`src/cutoff_pkg.sv`:
```
// Constants and types shared by the torque cutoff monitor
package cutoff_pkg;
  // Clock rate
  localparam int unsigned CLK_HZ          = 25000000;
  localparam int unsigned CYC_PER_MS      = CLK_HZ / 1000;
  // Documented times in milliseconds
  localparam int unsigned DISC_MS         = 200;
  localparam int unsigned REACT_EXTRA_MS  = 10;
  localparam int unsigned BREAK_MS        = 1;
  localparam int unsigned RESP_MAX_MS     = 15;
  localparam int unsigned FAULT_IND_MS    = 500;
  localparam int unsigned WARN_IND_MS     = 1000;
  // Cycle counts derived from the times (whole ms, so exact)
  localparam int unsigned BREAK_CYC       = BREAK_MS * CYC_PER_MS;
  localparam int unsigned RESP_MAX_CYC    = RESP_MAX_MS * CYC_PER_MS;
  // Counter width parameters and indication selection reset value
  localparam int unsigned MS_CNT_W        = 16;
  localparam int unsigned TICK_W          = 11;
  localparam logic [1:0]  IND_SEL_RST     = 2'h0;
  // Indication selection codes for normal cutoff operation
  typedef enum logic [1:0] {IND_NONE, IND_WARN, IND_FAULT, IND_EVENT} ind_sel_t;
  // Monitor states
  typedef enum {ST_RUN, ST_CUTOFF, ST_DISC, ST_FAULT} mon_state_t;
endpackage : cutoff_pkg

```
`src/sync_filter.sv`:
```
// Two-stage synchroniser followed by a break qualifier for one cutoff channel
`timescale 1ns/1ps
module sync_filter
  import cutoff_pkg::*;
#(
  parameter int unsigned QUAL_CYC = BREAK_CYC
) (
  input  wire logic clk_in,
  input  wire logic rst_in,
  input  wire logic pin_in,      // Raw channel level, high = energised
  output logic      open_out     // Qualified open, high after break held
);
  logic                  meta_ff;  // First stage, read only by second
  logic                  sync_ff;  // Second stage
  logic [MS_CNT_W+4:0]   cnt_ff;   // Length of current open level
  logic [MS_CNT_W+4:0]   nxt_cnt;
  logic                  nxt_open;

  // Count open cycles, clear when energised
  assign nxt_cnt  = sync_ff ? '0 :
                    (cnt_ff == (MS_CNT_W+5)'(QUAL_CYC)) ? cnt_ff : cnt_ff + 1'b1;
  // Open when break held for full qualification time
  assign nxt_open = !sync_ff && (cnt_ff == (MS_CNT_W+5)'(QUAL_CYC - 1));

  // Synchroniser and qualifier registers
  always_ff @(posedge clk_in) begin
    if (rst_in) begin
      meta_ff  <= 1'b0;
      sync_ff  <= 1'b0;
      cnt_ff   <= '0;
      open_out <= 1'b1;
    end else begin
      meta_ff  <= pin_in;
      sync_ff  <= meta_ff;
      cnt_ff   <= nxt_cnt;
      open_out <= sync_ff ? 1'b0 : (open_out | nxt_open);
    end
  end
endmodule : sync_filter

```
`src/torque_cutoff_monitor.sv`:
```
// Dual-channel torque cutoff monitor: compare, time, trip and indicate
// Contract
// - Continuously compare the two cutoff channels
// - Discrepancy fault only after 200 ms disagreement
// - Trip within detection time plus 10 ms
// - Single channel activation trips same fault
// - Detect input breaks as short as 1 ms
// - Remove switch drive within 15 ms
// - Fault indication within 500 ms
// - Warning indication within 1000 ms
// - Normal cutoff indication follows software selection
// - Both open removes drive, no restart
// - Faults reset before new start accepted
`timescale 1ns/1ps
module torque_cutoff_monitor
  import cutoff_pkg::*;
#(
  parameter int unsigned TICK_CYC  = CYC_PER_MS,   // Cycles per ms tick
  parameter int unsigned QUAL_CYC  = BREAK_CYC,    // Break qualification
  parameter int unsigned DISC_TICKS = DISC_MS      // Discrepancy window, ms
) (
  // Clock and reset
  input  wire logic       CLOCK_IN,
  input  wire logic       RESET_IN,
  // Cutoff channel pins, high = energised (run permitted)
  input  wire logic       CUTOFF_CHANNEL_ONE_IN,
  input  wire logic       CUTOFF_CHANNEL_TWO_IN,
  // Drive control side
  input  wire logic       START_REQ_IN,        // Start command pulse
  input  wire logic       FAULT_RESET_IN,      // Fault reset pulse
  input  wire logic [1:0] IND_SEL_IN,          // Normal-cutoff indication kind
  // Outputs
  output logic            GATE_ENABLE_OUT,     // Drive to power switches
  output logic            HW_FAULT_OUT,        // Latched hardware-failure fault
  output logic            CHANNEL_ONE_LOSS_FAULT_OUT,
  output logic            CHANNEL_TWO_LOSS_FAULT_OUT,
  output logic            FAULT_IND_OUT,       // Fault indication
  output logic            WARN_IND_OUT,        // Warning indication
  output logic            EVENT_IND_OUT        // Event indication
);
  // Qualified open levels per channel
  logic                 open_one;
  logic                 open_two;
  // Millisecond tick
  logic [TICK_W+4:0]    tick_cnt_ff;
  logic                 tick_ff;
  // Discrepancy timer in ms
  logic [MS_CNT_W-1:0]  disc_cnt_ff;
  logic [MS_CNT_W-1:0]  nxt_disc_cnt;
  // State and latched faults
  mon_state_t           state_ff;
  mon_state_t           nxt_state;
  logic                 loss_one_ff;
  logic                 loss_two_ff;
  logic                 run_ff;          // Start accepted, drive running
  ind_sel_t             sel_ff;          // Registered indication selection

  // Channel conditioning
  sync_filter #(.QUAL_CYC(QUAL_CYC)) u_ch_one (
    .clk_in   (CLOCK_IN),
    .rst_in   (RESET_IN),
    .pin_in   (CUTOFF_CHANNEL_ONE_IN),
    .open_out (open_one)
  );
  sync_filter #(.QUAL_CYC(QUAL_CYC)) u_ch_two (
    .clk_in   (CLOCK_IN),
    .rst_in   (RESET_IN),
    .pin_in   (CUTOFF_CHANNEL_TWO_IN),
    .open_out (open_two)
  );

  // Decoded conditions
  wire differ    = open_one ^ open_two;
  wire both_open = open_one & open_two;
  wire disc_hit  = differ && tick_ff &&
                   (disc_cnt_ff == MS_CNT_W'(DISC_TICKS));
  wire faulted   = (state_ff == ST_FAULT);
  wire can_clear = FAULT_RESET_IN && !differ;
  wire cutoff_on = both_open || faulted || differ;
  wire start_ok  = START_REQ_IN && !cutoff_on && !faulted;

  // Discrepancy counter advances on ms ticks while channels differ
  assign nxt_disc_cnt = !differ ? '0 :
                        (tick_ff && disc_cnt_ff != MS_CNT_W'(DISC_TICKS)) ?
                        disc_cnt_ff + 1'b1 : disc_cnt_ff;

  // Next state
  always_comb begin
    nxt_state = state_ff;
    case (state_ff)
      ST_RUN: begin
        if (differ) nxt_state = ST_DISC;
        else if (both_open) nxt_state = ST_CUTOFF;
      end
      ST_CUTOFF: begin
        if (differ) nxt_state = ST_DISC;
        else if (!both_open) nxt_state = ST_RUN;
      end
      ST_DISC: begin
        if (disc_hit) nxt_state = ST_FAULT;
        else if (!differ) nxt_state = both_open ? ST_CUTOFF : ST_RUN;
      end
      ST_FAULT: begin
        if (can_clear) nxt_state = both_open ? ST_CUTOFF : ST_RUN;
      end
      default: nxt_state = ST_RUN;
    endcase
  end

  // Free-running millisecond tick
  always_ff @(posedge CLOCK_IN) begin
    if (RESET_IN) begin
      tick_cnt_ff <= '0;
      tick_ff     <= 1'b0;
    end else begin
      tick_ff     <= (tick_cnt_ff == (TICK_W+5)'(TICK_CYC - 1));
      tick_cnt_ff <= (tick_cnt_ff == (TICK_W+5)'(TICK_CYC - 1)) ? '0 :
                     tick_cnt_ff + 1'b1;
    end
  end

  // State, timer, selection
  always_ff @(posedge CLOCK_IN) begin
    if (RESET_IN) begin
      state_ff    <= ST_RUN;
      disc_cnt_ff <= '0;
      sel_ff      <= IND_NONE;
    end else begin
      state_ff    <= nxt_state;
      disc_cnt_ff <= nxt_disc_cnt;
      sel_ff      <= ind_sel_t'(IND_SEL_IN);
    end
  end

  // Per-channel loss faults, set wins over reset
  always_ff @(posedge CLOCK_IN) begin
    if (RESET_IN) begin
      loss_one_ff <= 1'b0;
      loss_two_ff <= 1'b0;
    end else begin
      loss_one_ff <= (disc_hit && open_one) || (loss_one_ff && !can_clear);
      loss_two_ff <= (disc_hit && open_two) || (loss_two_ff && !can_clear);
    end
  end

  // Run permission: needs a start, dropped on any cutoff
  always_ff @(posedge CLOCK_IN) begin
    if (RESET_IN) begin
      run_ff <= 1'b0;
    end else if (cutoff_on) begin
      run_ff <= 1'b0;
    end else if (start_ok) begin
      run_ff <= 1'b1;
    end
  end

  // Registered outputs
  always_ff @(posedge CLOCK_IN) begin
    if (RESET_IN) begin
      GATE_ENABLE_OUT            <= 1'b0;
      HW_FAULT_OUT               <= 1'b0;
      CHANNEL_ONE_LOSS_FAULT_OUT <= 1'b0;
      CHANNEL_TWO_LOSS_FAULT_OUT <= 1'b0;
      FAULT_IND_OUT              <= 1'b0;
      WARN_IND_OUT               <= 1'b0;
      EVENT_IND_OUT              <= 1'b0;
    end else begin
      GATE_ENABLE_OUT            <= run_ff && !cutoff_on;
      HW_FAULT_OUT               <= faulted;
      CHANNEL_ONE_LOSS_FAULT_OUT <= loss_one_ff;
      CHANNEL_TWO_LOSS_FAULT_OUT <= loss_two_ff;
      // Fault indication: hardware fault or selected for normal cutoff
      FAULT_IND_OUT <= faulted || (both_open && sel_ff == IND_FAULT);
      WARN_IND_OUT  <= !faulted && both_open && sel_ff == IND_WARN;
      EVENT_IND_OUT <= !faulted && both_open && sel_ff == IND_EVENT;
    end
  end

  // Assertion helpers: cycles since both channels went low at the pins
  logic [20:0] both_low_cnt_ff;
  always_ff @(posedge CLOCK_IN) begin
    if (RESET_IN || CUTOFF_CHANNEL_ONE_IN || CUTOFF_CHANNEL_TWO_IN) begin
      both_low_cnt_ff <= '0;
    end else if (both_low_cnt_ff != 21'h1fffff) begin
      both_low_cnt_ff <= both_low_cnt_ff + 1'b1;
    end
  end

  // Drive drops a few cycles after qualification, never past the maximum
  localparam int unsigned RESP_CHK_CYC = (QUAL_CYC + 8 < RESP_MAX_CYC) ?
                                         QUAL_CYC + 8 : RESP_MAX_CYC;

  // Assertion helper: cycles the qualified channels have disagreed
  logic [23:0] differ_cnt_ff;
  always_ff @(posedge CLOCK_IN) begin
    if (RESET_IN || !differ) begin
      differ_cnt_ff <= '0;
    end else if (differ_cnt_ff != 24'hffffff) begin
      differ_cnt_ff <= differ_cnt_ff + 1'b1;
    end
  end

  property p_resp;
    @(posedge CLOCK_IN) disable iff (RESET_IN)
      (both_low_cnt_ff >= 21'(RESP_CHK_CYC)) |-> !GATE_ENABLE_OUT;
  endproperty
  a_resp: assert property (p_resp) else $error("Drive not removed in time");

  property p_short;
    @(posedge CLOCK_IN) disable iff (RESET_IN)
      (state_ff == ST_DISC && !differ) |=> state_ff != ST_FAULT;
  endproperty
  a_short: assert property (p_short) else $error("Fault without discrepancy");

  property p_window;
    @(posedge CLOCK_IN) disable iff (RESET_IN)
      disc_hit |-> (differ_cnt_ff >= 24'(DISC_TICKS * TICK_CYC));
  endproperty
  a_window: assert property (p_window) else $error("Discrepancy fault too early");

  property p_trip;
    @(posedge CLOCK_IN) disable iff (RESET_IN)
      (disc_hit && !faulted) |=> HW_FAULT_OUT == 1'b0 ##1 HW_FAULT_OUT;
  endproperty
  a_trip: assert property (p_trip) else $error("Trip not raised after detection");

  property p_cmp;
    @(posedge CLOCK_IN) disable iff (RESET_IN)
      (differ && state_ff != ST_FAULT) |=> state_ff inside {ST_DISC, ST_FAULT};
  endproperty
  a_cmp: assert property (p_cmp) else $error("Mismatch not tracked");

  property p_latch;
    @(posedge CLOCK_IN) disable iff (RESET_IN)
      (faulted && !can_clear) |=> faulted;
  endproperty
  a_latch: assert property (p_latch) else $error("Fault dropped without reset");

  property p_norun;
    @(posedge CLOCK_IN) disable iff (RESET_IN)
      both_open |=> ##1 !GATE_ENABLE_OUT;
  endproperty
  a_norun: assert property (p_norun) else $error("Drive enabled while open");

  property p_start;
    @(posedge CLOCK_IN) disable iff (RESET_IN)
      (!run_ff && faulted) |=> !run_ff;
  endproperty
  a_start: assert property (p_start) else $error("Start taken while faulted");

  property p_find;
    @(posedge CLOCK_IN) disable iff (RESET_IN)
      faulted |=> FAULT_IND_OUT;
  endproperty
  a_find: assert property (p_find) else $error("Fault indication late");

  property p_wind;
    @(posedge CLOCK_IN) disable iff (RESET_IN)
      (!faulted && both_open && sel_ff == IND_WARN) |=> WARN_IND_OUT;
  endproperty
  a_wind: assert property (p_wind) else $error("Warning indication late");
endmodule : torque_cutoff_monitor
```
`config.mk`:
```
export PLATFORM = sky130hd
export DESIGN_NAME = torque_cutoff_monitor
export DESIGN_NICKNAME = d
export VERILOG_FILES = /design/src/cutoff_pkg.sv /design/src/sync_filter.sv /design/src/torque_cutoff_monitor.sv
export SDC_FILE = /design/constraint.sdc
export NUM_CORES = 1
export LEC_CHECK = 0
export BUFFER_PORTS_ARGS = -buffer_cell sky130_fd_sc_hd__buf_2
export CAP_MARGIN = 40
export CELL_PAD_IN_SITES_DETAIL_PLACEMENT = 1
export CELL_PAD_IN_SITES_GLOBAL_PLACEMENT = 1
export CORE_ASPECT_RATIO = 1.4
export CORE_MARGIN = 2
export CORE_UTILIZATION = 49
export CTS_BUF_LIST = sky130_fd_sc_hd__clkbuf_2 sky130_fd_sc_hd__clkbuf_4 sky130_fd_sc_hd__clkbuf_8
export CTS_CLUSTER_DIAMETER = 200
export DETAILED_ROUTE_END_ITERATION = 12
export GPL_TIMING_DRIVEN = 1
export PLACE_DENSITY = 0.92
export SLEW_MARGIN = 20
export SYNTH_ARGS = -nofsm -noshare
export SYNTH_HDL_FRONTEND = slang
export SYNTH_HIERARCHICAL = 1
export SYNTH_SLANG_ARGS = --single-unit
```
`constraint.sdc`:
```
create_clock -name CLOCK_IN -period 2.4 [get_ports CLOCK_IN]
set_input_delay 0.48 -clock CLOCK_IN [delete_from_list [all_inputs] [get_ports CLOCK_IN]]
set_output_delay 0.48 -clock CLOCK_IN [all_outputs]
set_load 0.02 [all_outputs]
```
==> metrics.csv, run 1 <==
stage;metric;value;unit
timing;final worst-path cycle share;92.0;%
final_layout;Final Util;54.5;%
pwr;Clock Power Share;36.4;%
worst_setup_path;Largest stage delay, worst path;0.59;ns
yosys;Cell Area, Synth;4310;um2
yosys;Yosys top cell by area;dfxtp_1;
timing;Slew @ Worst Pin;0.760;ns
floorplan;die width;83.3;um
pwr;maximum vdd drop;336;uV
yosys;Top FF cell, synth;dfxtp_1;
yosys;post-synthesis cell count;495;
final_layout;Fillers;1003;
cts;CTS root buf;clkbuf_8;
timing;Fmax;453;MHz
worst_setup_path;CP cell instances;ha_1, nand4_1, or4_1, or3_1, a211oi_1;
placed_design;half-perimeter wire length after placement;7250;um
pwr;Pwr Total;2.81;mW
cts;Post-CTS Setup Bufs;0;
final_layout;synthesis-to-layout area growth;8.24;%
floorplan;core area;8560;um2
final_layout;ANT cells;0;
floorplan;Initial Util;50.4;%
run_status;status;completed;
detailed_routing;drt pass-1 iters;4;
detailed_routing;DRT Wirelength;10200;um
cts;CTS Buf Count;9;
floorplan;I/O pin cnt;15;
worst_setup_path;reg2reg start;u_ch_two/cnt_ff[1];
grt;pin count of the biggest net entering global routing;22;
pwr;Internal;2.08;mW
yosys;Post-synth ARST share;0;%
detailed_routing;drc violations;0;
timing;hold violation total from the final report;0;
grt;Total GRT Usage;22.6;%
yosys;EDFF count, synth;0;
cts;H-tree depth;3;
worst_setup_path;worst reg2reg setup slack;0.19;ns
grt;vias in the first global route;3747;
placed_design;GPL Wtd Cong;0.888;
final_layout;Sequential Area;1900;um2
pwr;power density over the cells;602;nW/um2
floorplan;Die Height;115;um
yosys;synth warn;6;
cts;clock slew at reported path FFs;0.10;ns
placed_design;dpl ws;0.216;ns
grt;GR Overflow Total;0;
worst_setup_path;R2R depth;5;
detailed_routing;vias per cell;5.90;
pwr;Static Leakage;1.61;nW
yosys;syn_area_per_cell;8.71;um2
hold_path;min-delay src;START_REQ_IN;
cts;hold buffers post-CTS;0;
detailed_routing;Final ANT Viol Nets;0;
timing;RSZ-0062 raised after global routing;false;
yosys;Area contributors post-synth;dfxtp_1 (44%), nor2_1 (5.7%), xnor2_1 (5.5%);
detailed_routing;per-cell routed wire length;16.5;um
floorplan;die area;9580;um2
timing;hold slack;0.291;ns
timing;worst setup margin;0.192;ns
cts;Worst-Skew Late Latency;0.37;ns
grt;antenna violations before repair;0;
yosys;Netlist cell types;44;
yosys;syn nets;513;
floorplan;num rows;40;
worst_setup_path;crit path launch type;register;
detailed_routing;initial drt markers;177;
yosys;top-area cell type share of the netlist area;44.1;%
worst_setup_path;worst r2r dst;u_ch_two/cnt_ff[20];
pwr;Sw Ratio;26.0;%
cts;worst-case clock buffer depth;2;
final_layout;nets;527;
timing;setup TNS;0;ns
worst_setup_path;Crit-path slowest cell;or4_1;
cts;CTS resizes;0;
final_layout;Multi-input gate area;2280;um2
hold_path;worst hold path class;in -> reg;
worst_setup_path;CP arrival;2.50;ns
yosys;Synth Register Bits;95;
pwr;NetSw;0.731;mW
cts;CTS Sinks;95;
timing;Tmin final;2.21;ns
timing;Max Slew Vio Count;0;
detailed_routing;routed vias;3653;
cts;CTS tree;done;
grt;first-pass GRT wire length;17700;um
timing;Clock Skews;0.00893;ns
timing;Final setup viols;0;
pwr;combinational power share;5.2;%
pwr;sequential share of power;58.4;%
worst_setup_path;CP Data Required Time;2.69;ns
worst_setup_path;critical path class;reg -> reg;
worst_setup_path;Worst Path Max Fanout;6;
final_layout;layout cells sized above 1;9.34;%
timing;max_slew headroom;48.9;%
placed_design;port buffer count;14;
flow_run;Max-Cap Viols;0;
hold_path;Hold Crit Depth;2;
hold_path;Worst Hold End;run_ff;
worst_setup_path;crit path capture type;register;
yosys;Seq/Total Area, Yosys;44.1;%
synthesized netlist by cell type (2+ instances only):
cell,count
or3_2,3
ha_1,10
o21bai_1,3
o21ai_0,13
nor3_1,8
or3_1,9
nand2b_1,5
a41o_1,2
o211ai_1,3
clkbuf_1,14
nor2b_1,13
or2_2,4
and3_1,5
and4_1,7
nand2_1,36
inv_1,17
and2_1,5
nand3_1,22
dfxtp_1,95
a21oi_1,21
or4_1,12
or4_4,4
nand3b_1,2
xnor2_1,27
a31oi_1,7
a211oi_1,2
xor2_1,20
nor2_1,65
nor4b_1,3
o31ai_1,7
nor4_1,16
nand4_1,21
and3b_1,3
final cells by class:
cell class / count / share of cell area, %
Sequential cell: 95 / 40.7
Timing Repair Buffer: 18 / 2.14
Tap cell: 105 / 2.81
Clock inverter: 6 / 1.07
Clock buffer: 10 / 2.95
Multi-Input combinational cell: 368 / 48.9
Inverter: 17 / 1.37
metrics by stage:
step	instances	cell area [um2]
after global routing	619	4670
after floorplan	495	4310
after global placement	603	4480
after detailed placement	603	4480
final	619	4670
after CTS	619	4670
worst max path at each step:
stage / startpoint / to / slack [ns]
6_report: u_ch_two/cnt_ff[1] / u_ch_two/cnt_ff[20] / 0.19
5_1_grt: u_ch_two/cnt_ff[1] / u_ch_two/cnt_ff[20] / 0.02
4_1_cts: u_ch_two/cnt_ff[1] / u_ch_two/cnt_ff[20] / 0.17
3_5_place_dp: u_ch_two/cnt_ff[1] / u_ch_two/cnt_ff[20] / 0.22
3_3_place_gp: u_ch_two/cnt_ff[1] / u_ch_two/cnt_ff[20] / 0.32
2_1_floorplan: u_ch_two/cnt_ff[1] / u_ch_two/cnt_ff[20] / 0.47
critical path, delay by kind of cell, from the launching register on:
family	cells	cell delay (ns)
AND/OR/NAND/NOR	3	1.19
flip-flops	1	0.41
AO/OA/AOI/OAI	1	0.24
adder cells (fa/ha/maj)	1	0.28
sequential cells by signal (all words and copies together) (netlist names), 2 cells and up:
name and cells:
u_ch_one/cnt_ff 21, state_ff 2, u_ch_two/cnt_ff 21, disc_cnt_ff 16, sel_ff 2, tick_cnt_ff 16
metal layers:
metal / wire [um] / track usage [%]
met5: 0 / 0
met3: 275 / 2.58
met1: 4340 / 25.9
met2: 5290 / 41.0
met4: 323 / 12.5
cells in the final DEF, fill, tap and decap left out, types with 16 or more instances in the layout:
cell type / synthesis / routed
a21oi_1: 21 / 21
dfxtp_1: 95 / 95
inv_1: 17 / 17
nand2_1: 36 / 36
nand3_1: 22 / 22
nand4_1: 21 / 21
nor2_1: 65 / 65
nor4_1: 16 / 16
xnor2_1: 27 / 27
xor2_1: 20 / 20
logic make-up (layout without fill, tap and decap cells):
kind of cell             count (synthesis)  count (layout)  synth area share (%)
AND/OR/NAND/NOR                        249             249                  31.7
flip-flops                              95              95                  44.1
AO/OA/AOI/OAI                           62              62                  8.82
XOR/XNOR                                47              47                  9.54
buffers and inverters                   32              51                  2.96
adder cells (fa/ha/maj)                 10              10                  2.90
power by group through the flow:
stage / registers, mW / logic (mW) / clock network [mW]
after floorplan: 1.67 / 0.106 / 0
after global placement: 1.67 / 0.134 / 0
after CTS: 1.64 / 0.148 / 1.04
after detailed placement: 1.68 / 0.146 / 0
after global routing: 1.65 / 0.163 / 1.10
final: 1.64 / 0.146 / 1.02
Power figures use the tool's default switching activity.
==> inputs of run 2 (changes only) <==
--- a/config.mk
+++ b/config.mk
@@ -5,18 +5,18 @@
 export SDC_FILE = /design/constraint.sdc
 export NUM_CORES = 1
 export LEC_CHECK = 0
-export BUFFER_PORTS_ARGS = -buffer_cell sky130_fd_sc_hd__buf_2
 export CAP_MARGIN = 40
 export CELL_PAD_IN_SITES_DETAIL_PLACEMENT = 1
 export CELL_PAD_IN_SITES_GLOBAL_PLACEMENT = 1
-export CORE_ASPECT_RATIO = 1.4
+export CORE_ASPECT_RATIO = 1.2
 export CORE_MARGIN = 2
-export CORE_UTILIZATION = 49
+export CORE_UTILIZATION = 51
 export CTS_BUF_LIST = sky130_fd_sc_hd__clkbuf_2 sky130_fd_sc_hd__clkbuf_4 sky130_fd_sc_hd__clkbuf_8
 export CTS_CLUSTER_DIAMETER = 200
 export DETAILED_ROUTE_END_ITERATION = 12
+export DONT_BUFFER_PORTS = 1
 export GPL_TIMING_DRIVEN = 1
-export PLACE_DENSITY = 0.92
+export PLACE_DENSITY = 0.93
 export SLEW_MARGIN = 20
 export SYNTH_ARGS = -nofsm -noshare
 export SYNTH_HDL_FRONTEND = slang
==> run 2 against run 1 <==
Net effect: flip-flop and latch count did not move; cell area increased by 0.62%; sequential power about the same; largest power group unchanged.
==> metrics.csv, run 2 (synthesized netlist as in run 1, its figures left out) <==
stage;metric;value;unit;change
run_status;status;completed;;unchanged
placed_design;dpl cell area;4420;um2;was 4480 um2
cts;CTS tree;done;;unchanged
worst_setup_path;worst r2r dst;u_ch_two/cnt_ff[20];;unchanged
hold_path;worst hold path class;in -> reg;;unchanged
detailed_routing;Final ANT Viol Nets;0;;unchanged
cts;Post-CTS Setup Bufs;0;;unchanged
flow_run;Max-Cap Viols;0;;unchanged
worst_setup_path;CP Data Required Time;2.67;ns;was 2.69 ns
final_layout;Multi-input gate area;2280;um2;unchanged
floorplan;num rows;36;;was 40
grt;antenna violations before repair;2;;was 0
worst_setup_path;Worst Path Max Fanout;6;;unchanged
timing;RSZ-0062 raised after global routing;false;;unchanged
worst_setup_path;critical path class;reg -> reg;;unchanged
worst_setup_path;Largest stage delay, worst path;0.61;ns;was 0.59 ns
timing;Clock Skews;0.0126;ns;was 0.00893 ns
final_layout;Fillers;973;;was 1,003
cts;CTS root buf;clkbuf_8;;unchanged
worst_setup_path;CP startpoint;u_ch_two/cnt_ff[1];;unchanged
final_layout;synthesis-to-layout area growth;8.91;%;was 8.24%
detailed_routing;initial drt markers;103;;was 177
worst_setup_path;reg2reg start;u_ch_two/cnt_ff[1];;unchanged
final_layout;nets;513;;was 527
timing;Fmax;441;MHz;was 453 MHz
worst_setup_path;crit path capture type;register;;unchanged
worst_setup_path;CP arrival;2.54;ns;was 2.50 ns
grt;GR Overflow Total;0;;unchanged
detailed_routing;drc violations;0;;unchanged
worst_setup_path;CP top delay family;simple AND/OR/NAND/NOR gates;;unchanged
floorplan;Die Height;105;um;was 115 um
final_layout;commonest non-fill, non-tap cell in the layout;dfxtp_1;;unchanged
worst_setup_path;crit path launch type;register;;unchanged
cts;CTS Buf Count;9;;unchanged
hold_path;Hold Crit Depth;1;;was 2
floorplan;die width;87.9;um;was 83.3 um
detailed_routing;DRT Wirelength;11000;um;was 10,200 um
detailed_routing;routed vias;3667;;was 3,653
cts;hold buffers post-CTS;0;;unchanged
timing;Max Slew Vio Count;0;;unchanged
floorplan;Initial Util;52.9;%;was 50.4%
grt;vias in the first global route;3673;;was 3,747
hold_path;Worst Hold End;CHANNEL_TWO_LOSS_FAULT_OUT;;was run_ff
final_layout;largest registers;u_ch_one/cnt_ff (21), u_ch_two/cnt_ff (21);;unchanged
timing;Slew @ Worst Pin;0.588;ns;was 0.760 ns
final_layout;Sequential Area;1900;um2;unchanged
placed_design;half-perimeter wire length after placement;7150;um;was 7250 um
worst_setup_path;worst reg2reg setup slack;0.13;ns;was 0.19 ns
detailed_routing;drt pass-1 iters;4;;unchanged
worst_setup_path;CP cell instances;ha_1, nand4_1, or4_1, or3_1, a211oi_1;;unchanged
grt;first-pass GRT wire length;17900;um;was 17,700 um
pwr;Static Leakage;1.58;nW;was 1.61 nW
worst_setup_path;R2R depth;5;;unchanged
timing;hold violation total from the final report;0;;unchanged
floorplan;core area;8150;um2;was 8560 um2
hold_path;min-delay src;RESET_IN;;was START_REQ_IN
pwr;maximum vdd drop;316;uV;was 336 uV
timing;Tmin final;2.27;ns;was 2.21 ns
grt;pin count of the biggest net entering global routing;26;;was 22
cts;H-tree depth;3;;unchanged
floorplan;I/O pin cnt;15;;unchanged
detailed_routing;vias per cell;5.94;;was 5.90
cts;clock slew at reported path FFs;0.10;ns;about the same
placed_design;GPL Wtd Cong;0.872;;was 0.888
cts;CTS resizes;0;;unchanged
final_layout;commonest cells after routing, fill and taps aside;dfxtp_1 (95), nor2_1 (65), nand2_1 (36);;unchanged
cts;CTS Sinks;95;;unchanged
timing;max_slew headroom;60.4;%;was 48.9%
detailed_routing;per-cell routed wire length;17.9;um;was 16.5 um
worst_setup_path;crit path buf inv count;0;;unchanged
placed_design;port buffer count;0;;was 14
final_layout;layout cells sized above 1;6.80;%;was 9.34%
worst_setup_path;Crit-path slowest cell;or4_1;;unchanged
cts;Worst-Skew Late Latency;0.37;ns;about the same
floorplan;die area;9210;um2;was 9580 um2
timing;setup TNS;0;ns;unchanged
pwr;power density over the cells;672;nW/um2;was 602 nW/um2
timing;Final setup viols;0;;unchanged
cts;worst-case clock buffer depth;2;;unchanged
grt;Total GRT Usage;24.4;%;was 22.6%
final_layout;fin area;4700;um2;was 4670 um2
timing;final worst-path cycle share;94.5;%;was 92.0%
==> run 2: worst max-delay path by stage <==
stage / end / slack [ns] / cells after the start
2_1_floorplan: u_ch_two/cnt_ff[20] / 0.47 / 5
3_3_place_gp: u_ch_two/cnt_ff[20] / 0.34 / 5
3_5_place_dp: u_ch_two/cnt_ff[20] / 0.26 / 5
4_1_cts: u_ch_two/cnt_ff[20] / 0.23 / 5
5_1_grt: u_ch_two/cnt_ff[20] / 0.02 / 5
6_report: u_ch_two/cnt_ff[20] / 0.13 / 5
==> run 2: worst register-to-register path, stage by stage, from the launching register on <==
cell and delay (ns):
dfxtp_1 0.40, ha_1 0.28, nand4_1 0.23, or4_1 0.61
or3_1 0.38, a211oi_1 0.27
==> run 2: stage by stage <==
stage | total power [mW] | utilization [%] | setup WS [ns] | cells | hold slack [ns]
after floorplan | 1.77 | - | 0.466 | 495 | 0.411
after global placement | 1.79 | 54.2 | 0.344 | 598 | 0.417
after detailed placement | 1.80 | 54.2 | 0.263 | 598 | 0.431
after CTS | 3.18 | 57.5 | 0.234 | 614 | 0.150
after global routing | 3.26 | 57.6 | 0.0180 | 617 | 0.152
final | 3.16 | 57.6 | 0.132 | 617 | 0.166
==> run 2: layout make-up <==
type | instances | share of cell area (%)
antenna | 3 | 0.160
clock buffer | 9 | 2.64
inverter | 17 | 1.36
sequential | 95 | 40.5
timing repair buffer | 4 | 0.639
tap | 114 | 3.04
clock inverter | 7 | 3.06
multi-input combinational | 368 | 48.6
==> run 2: layer usage <==
metal  global-route usage (%)  vias up  part of all wire, %
met1                     29.5     1823                   43
met4                     8.68        0                  1.6
met3                     4.98       16                  3.5
met2                     42.2       64                   52
li1                         -     1764                    -
met5                        0        -                    0
==> run 2: report_power, final <==
group | total [mW] | switching [mW] | leakage, nW | internal (mW)
Clock | 1.38 | 0.581 | 0.126 | 0.801
Sequential | 1.65 | 0.0431 | 0.769 | 1.61
Combinational | 0.126 | 0.0761 | 0.680 | 0.0495
Total | 3.16 | 0.700 | 1.58 | 2.46
==> inputs of run 3 (changes only) <==
--- a/config.mk
+++ b/config.mk
@@ -17,6 +17,7 @@
 export DONT_BUFFER_PORTS = 1
 export GPL_TIMING_DRIVEN = 1
 export PLACE_DENSITY = 0.93
+export REMOVE_ABC_BUFFERS = 1
 export SLEW_MARGIN = 20
 export SYNTH_ARGS = -nofsm -noshare
 export SYNTH_HDL_FRONTEND = slang
==> run 3 against run 2 <==
Net effect: die area unchanged; largest power group unchanged; non-clock buffer count unchanged; sequential share of layout area increased by 0.47 points; register-to-register slack improved by 0.03 ns; clock power decreased by 17%; routed wire length decreased by 3.6%; critical path type unchanged; sequential power about the same.
==> metrics.csv, run 3 (synthesized netlist as in run 1, its figures left out) <==
stage;metric;value;unit;change
run_status;status;completed;;unchanged
pwr;power density over the cells;629;nW/um2;was 672 nW/um2
final_layout;ANT cells;0;;was 3
pwr;Sw Ratio;23.9;%;was 22.2%
grt;first-pass GRT wire length;17900;um;about the same
cts;clock slew at reported path FFs;0.09;ns;was 0.10 ns
cts;Post-CTS Setup Bufs;0;;unchanged
cts;CTS root buf;clkbuf_8;;unchanged
placed_design;GPL Wtd Cong;0.828;;was 0.872
hold_path;min-delay src;RESET_IN;;unchanged
final_layout;commonest cells after routing, fill and taps aside;dfxtp_1 (95), nor2_1 (65), nand2_1 (36);;unchanged
floorplan;core area;8150;um2;unchanged
placed_design;port buffer count;0;;unchanged
timing;Fmax;448;MHz;was 441 MHz
pwr;Clock Power Share;39.2;%;was 43.8%
worst_setup_path;CP arrival;2.51;ns;was 2.54 ns
worst_setup_path;critical path class;reg -> reg;;unchanged
cts;Worst-Skew Late Latency;0.37;ns;about the same
worst_setup_path;crit path capture type;register;;unchanged
worst_setup_path;R2R depth;5;;unchanged
pwr;Internal;2.22;mW;was 2.46 mW
placed_design;half-perimeter wire length after placement;7080;um;was 7150 um
grt;GR Overflow Total;0;;unchanged
pwr;maximum vdd drop;343;uV;was 316 uV
grt;Total GRT Usage;24.5;%;was 24.4%
cts;CTS Buf Count;9;;unchanged
timing;Final setup viols;0;;unchanged
pwr;sequential share of power;56.5;%;was 52.2%
pwr;Pwr Total;2.92;mW;was 3.16 mW
detailed_routing;Final ANT Viol Nets;0;;unchanged
final_layout;layout cells sized above 1;7.00;%;was 6.80%
timing;Max Slew Vio Count;0;;unchanged
detailed_routing;per-cell routed wire length;17.3;um;was 17.9 um
final_layout;Final Util;57.0;%;was 57.6%
floorplan;Die Height;105;um;unchanged
hold_path;Worst Hold End;loss_two_ff;;was CHANNEL_TWO_LOSS_FAULT_OUT
timing;RSZ-0062 raised after global routing;false;;unchanged
worst_setup_path;reg2reg start;u_ch_two/cnt_ff[1];;unchanged
worst_setup_path;crit path launch type;register;;unchanged
grt;vias in the first global route;3703;;was 3,673
timing;hold violation total from the final report;0;;unchanged
floorplan;num rows;36;;unchanged
timing;final worst-path cycle share;93.1;%;was 94.5%
floorplan;Initial Util;52.9;%;unchanged
worst_setup_path;Worst Path Max Fanout;6;;unchanged
detailed_routing;initial drt markers;139;;was 103
detailed_routing;vias per cell;5.86;;was 5.94
final_layout;Non-Filler Instances;614;;was 617
grt;antenna violations before repair;0;;was 2
flow_run;Max-Cap Viols;0;;unchanged
pwr;NetSw;0.697;mW;was 0.700 mW
floorplan;die width;87.9;um;unchanged
worst_setup_path;worst reg2reg setup slack;0.17;ns;was 0.13 ns
detailed_routing;drc violations;0;;unchanged
final_layout;largest registers;u_ch_one/cnt_ff (21), u_ch_two/cnt_ff (21);;unchanged
hold_path;Hold Crit Depth;1;;unchanged
cts;CTS tree;done;;unchanged
cts;H-tree depth;3;;unchanged
pwr;Static Leakage;1.55;nW;was 1.58 nW
detailed_routing;routed vias;3599;;was 3,667
worst_setup_path;CP startpoint;u_ch_two/cnt_ff[1];;unchanged
final_layout;commonest non-fill, non-tap cell in the layout;dfxtp_1;;unchanged
detailed_routing;DRT Wirelength;10600;um;was 11,000 um
worst_setup_path;worst r2r dst;u_ch_two/cnt_ff[20];;unchanged
grt;pin count of the biggest net entering global routing;26;;unchanged
pwr;combinational power share;4.4;%;was 4.0%
floorplan;die area;9210;um2;unchanged
timing;max_slew headroom;60.4;%;about the same
cts;worst-case clock buffer depth;2;;unchanged
timing;Slew @ Worst Pin;0.588;ns;about the same
final_layout;synthesis-to-layout area growth;7.66;%;was 8.91%
final_layout;nets;513;;unchanged
timing;Clock Skews;0.00545;ns;was 0.0126 ns
timing;Tmin final;2.23;ns;was 2.27 ns
cts;CTS Sinks;95;;unchanged
floorplan;I/O pin cnt;15;;unchanged
timing;setup TNS;0;ns;unchanged
detailed_routing;drt pass-1 iters;4;;unchanged
placed_design;cell count after placement;598;;unchanged
hold_path;worst hold path class;in -> reg;;unchanged
worst_setup_path;CP Data Required Time;2.68;ns;was 2.67 ns
==> run 3: cell count changes in the layout (fill, tap and decap cells not counted) <==
cell,delta
bufinv_16,-3
clkbuf_8,+3
clkinvlp_4,+1
diode_2,-3
inv_6,-1
or4_1,-1
or4_4,+1
==> run 3: routing by layer <==
metal,track usage [%],wire length (um),vias to the layer above
li1,-,-,1755
met5,0,0,-
met1,29.8,4660,1774
met2,41.0,5400,47
met4,12.3,311,0
met3,3.79,257,23
==> run 3: cell type report <==
| cell class | count | area, um2 |
|---|---|---|
| clock buffers | 12 | 165 |
| inverters | 17 | 63.8 |
| clock inverters | 4 | 52.6 |
| multi-input cells | 368 | 2290 |
| well taps | 114 | 143 |
| repair buffers | 4 | 30.0 |
| fillers | 960 | 3510 |
| flip-flops and latches | 95 | 1900 |
==> run 3: repair_timing <==
item | 4_1_cts | 5_1_grt
hold buffers | 0 | 0
setup endpoints to repair | 0 | 1
resized for setup | 0 | 1
endpoints found under the hold margin | 0 | 0
==> run 3: power groups by stage <==
stage                     Clock [mW]  Sequential (mW)  Combinational [mW]
after floorplan                    0             1.67              0.0908
after global placement             0             1.68               0.114
after detailed placement           0             1.68               0.122
after CTS                       1.16             1.65               0.127
after global routing            1.22             1.65               0.144
final                           1.14             1.65               0.127
==> run 3: worst max-delay path by stage <==
stage | end | slack [ns]
after floorplan | u_ch_two/cnt_ff[20] | 0.47
after global placement | u_ch_two/cnt_ff[20] | 0.34
after detailed placement | u_ch_two/cnt_ff[20] | 0.13
after CTS | u_ch_two/cnt_ff[20] | 0.11
after global routing | u_ch_two/cnt_ff[20] | 0.03
final | u_ch_two/cnt_ff[20] | 0.17
==> run 3: through the flow <==
step           hold slack (ns)  area [um2]  worst slack [ns]
3_5_place_dp             0.439        4420             0.132
3_3_place_gp             0.417        4420             0.337
5_1_grt                  0.161        4640            0.0262
6_report                 0.166        4640             0.166
2_1_floorplan            0.411        4250             0.468
4_1_cts                  0.157        4640             0.109
==> run 3: worst max-delay path, cell delays in order (launching register included) <==
cell and delay [ns]:
dfxtp_1 0.42, ha_1 0.28, nand4_1 0.22, or4_4 0.57, or3_1 0.38, a211oi_1 0.28
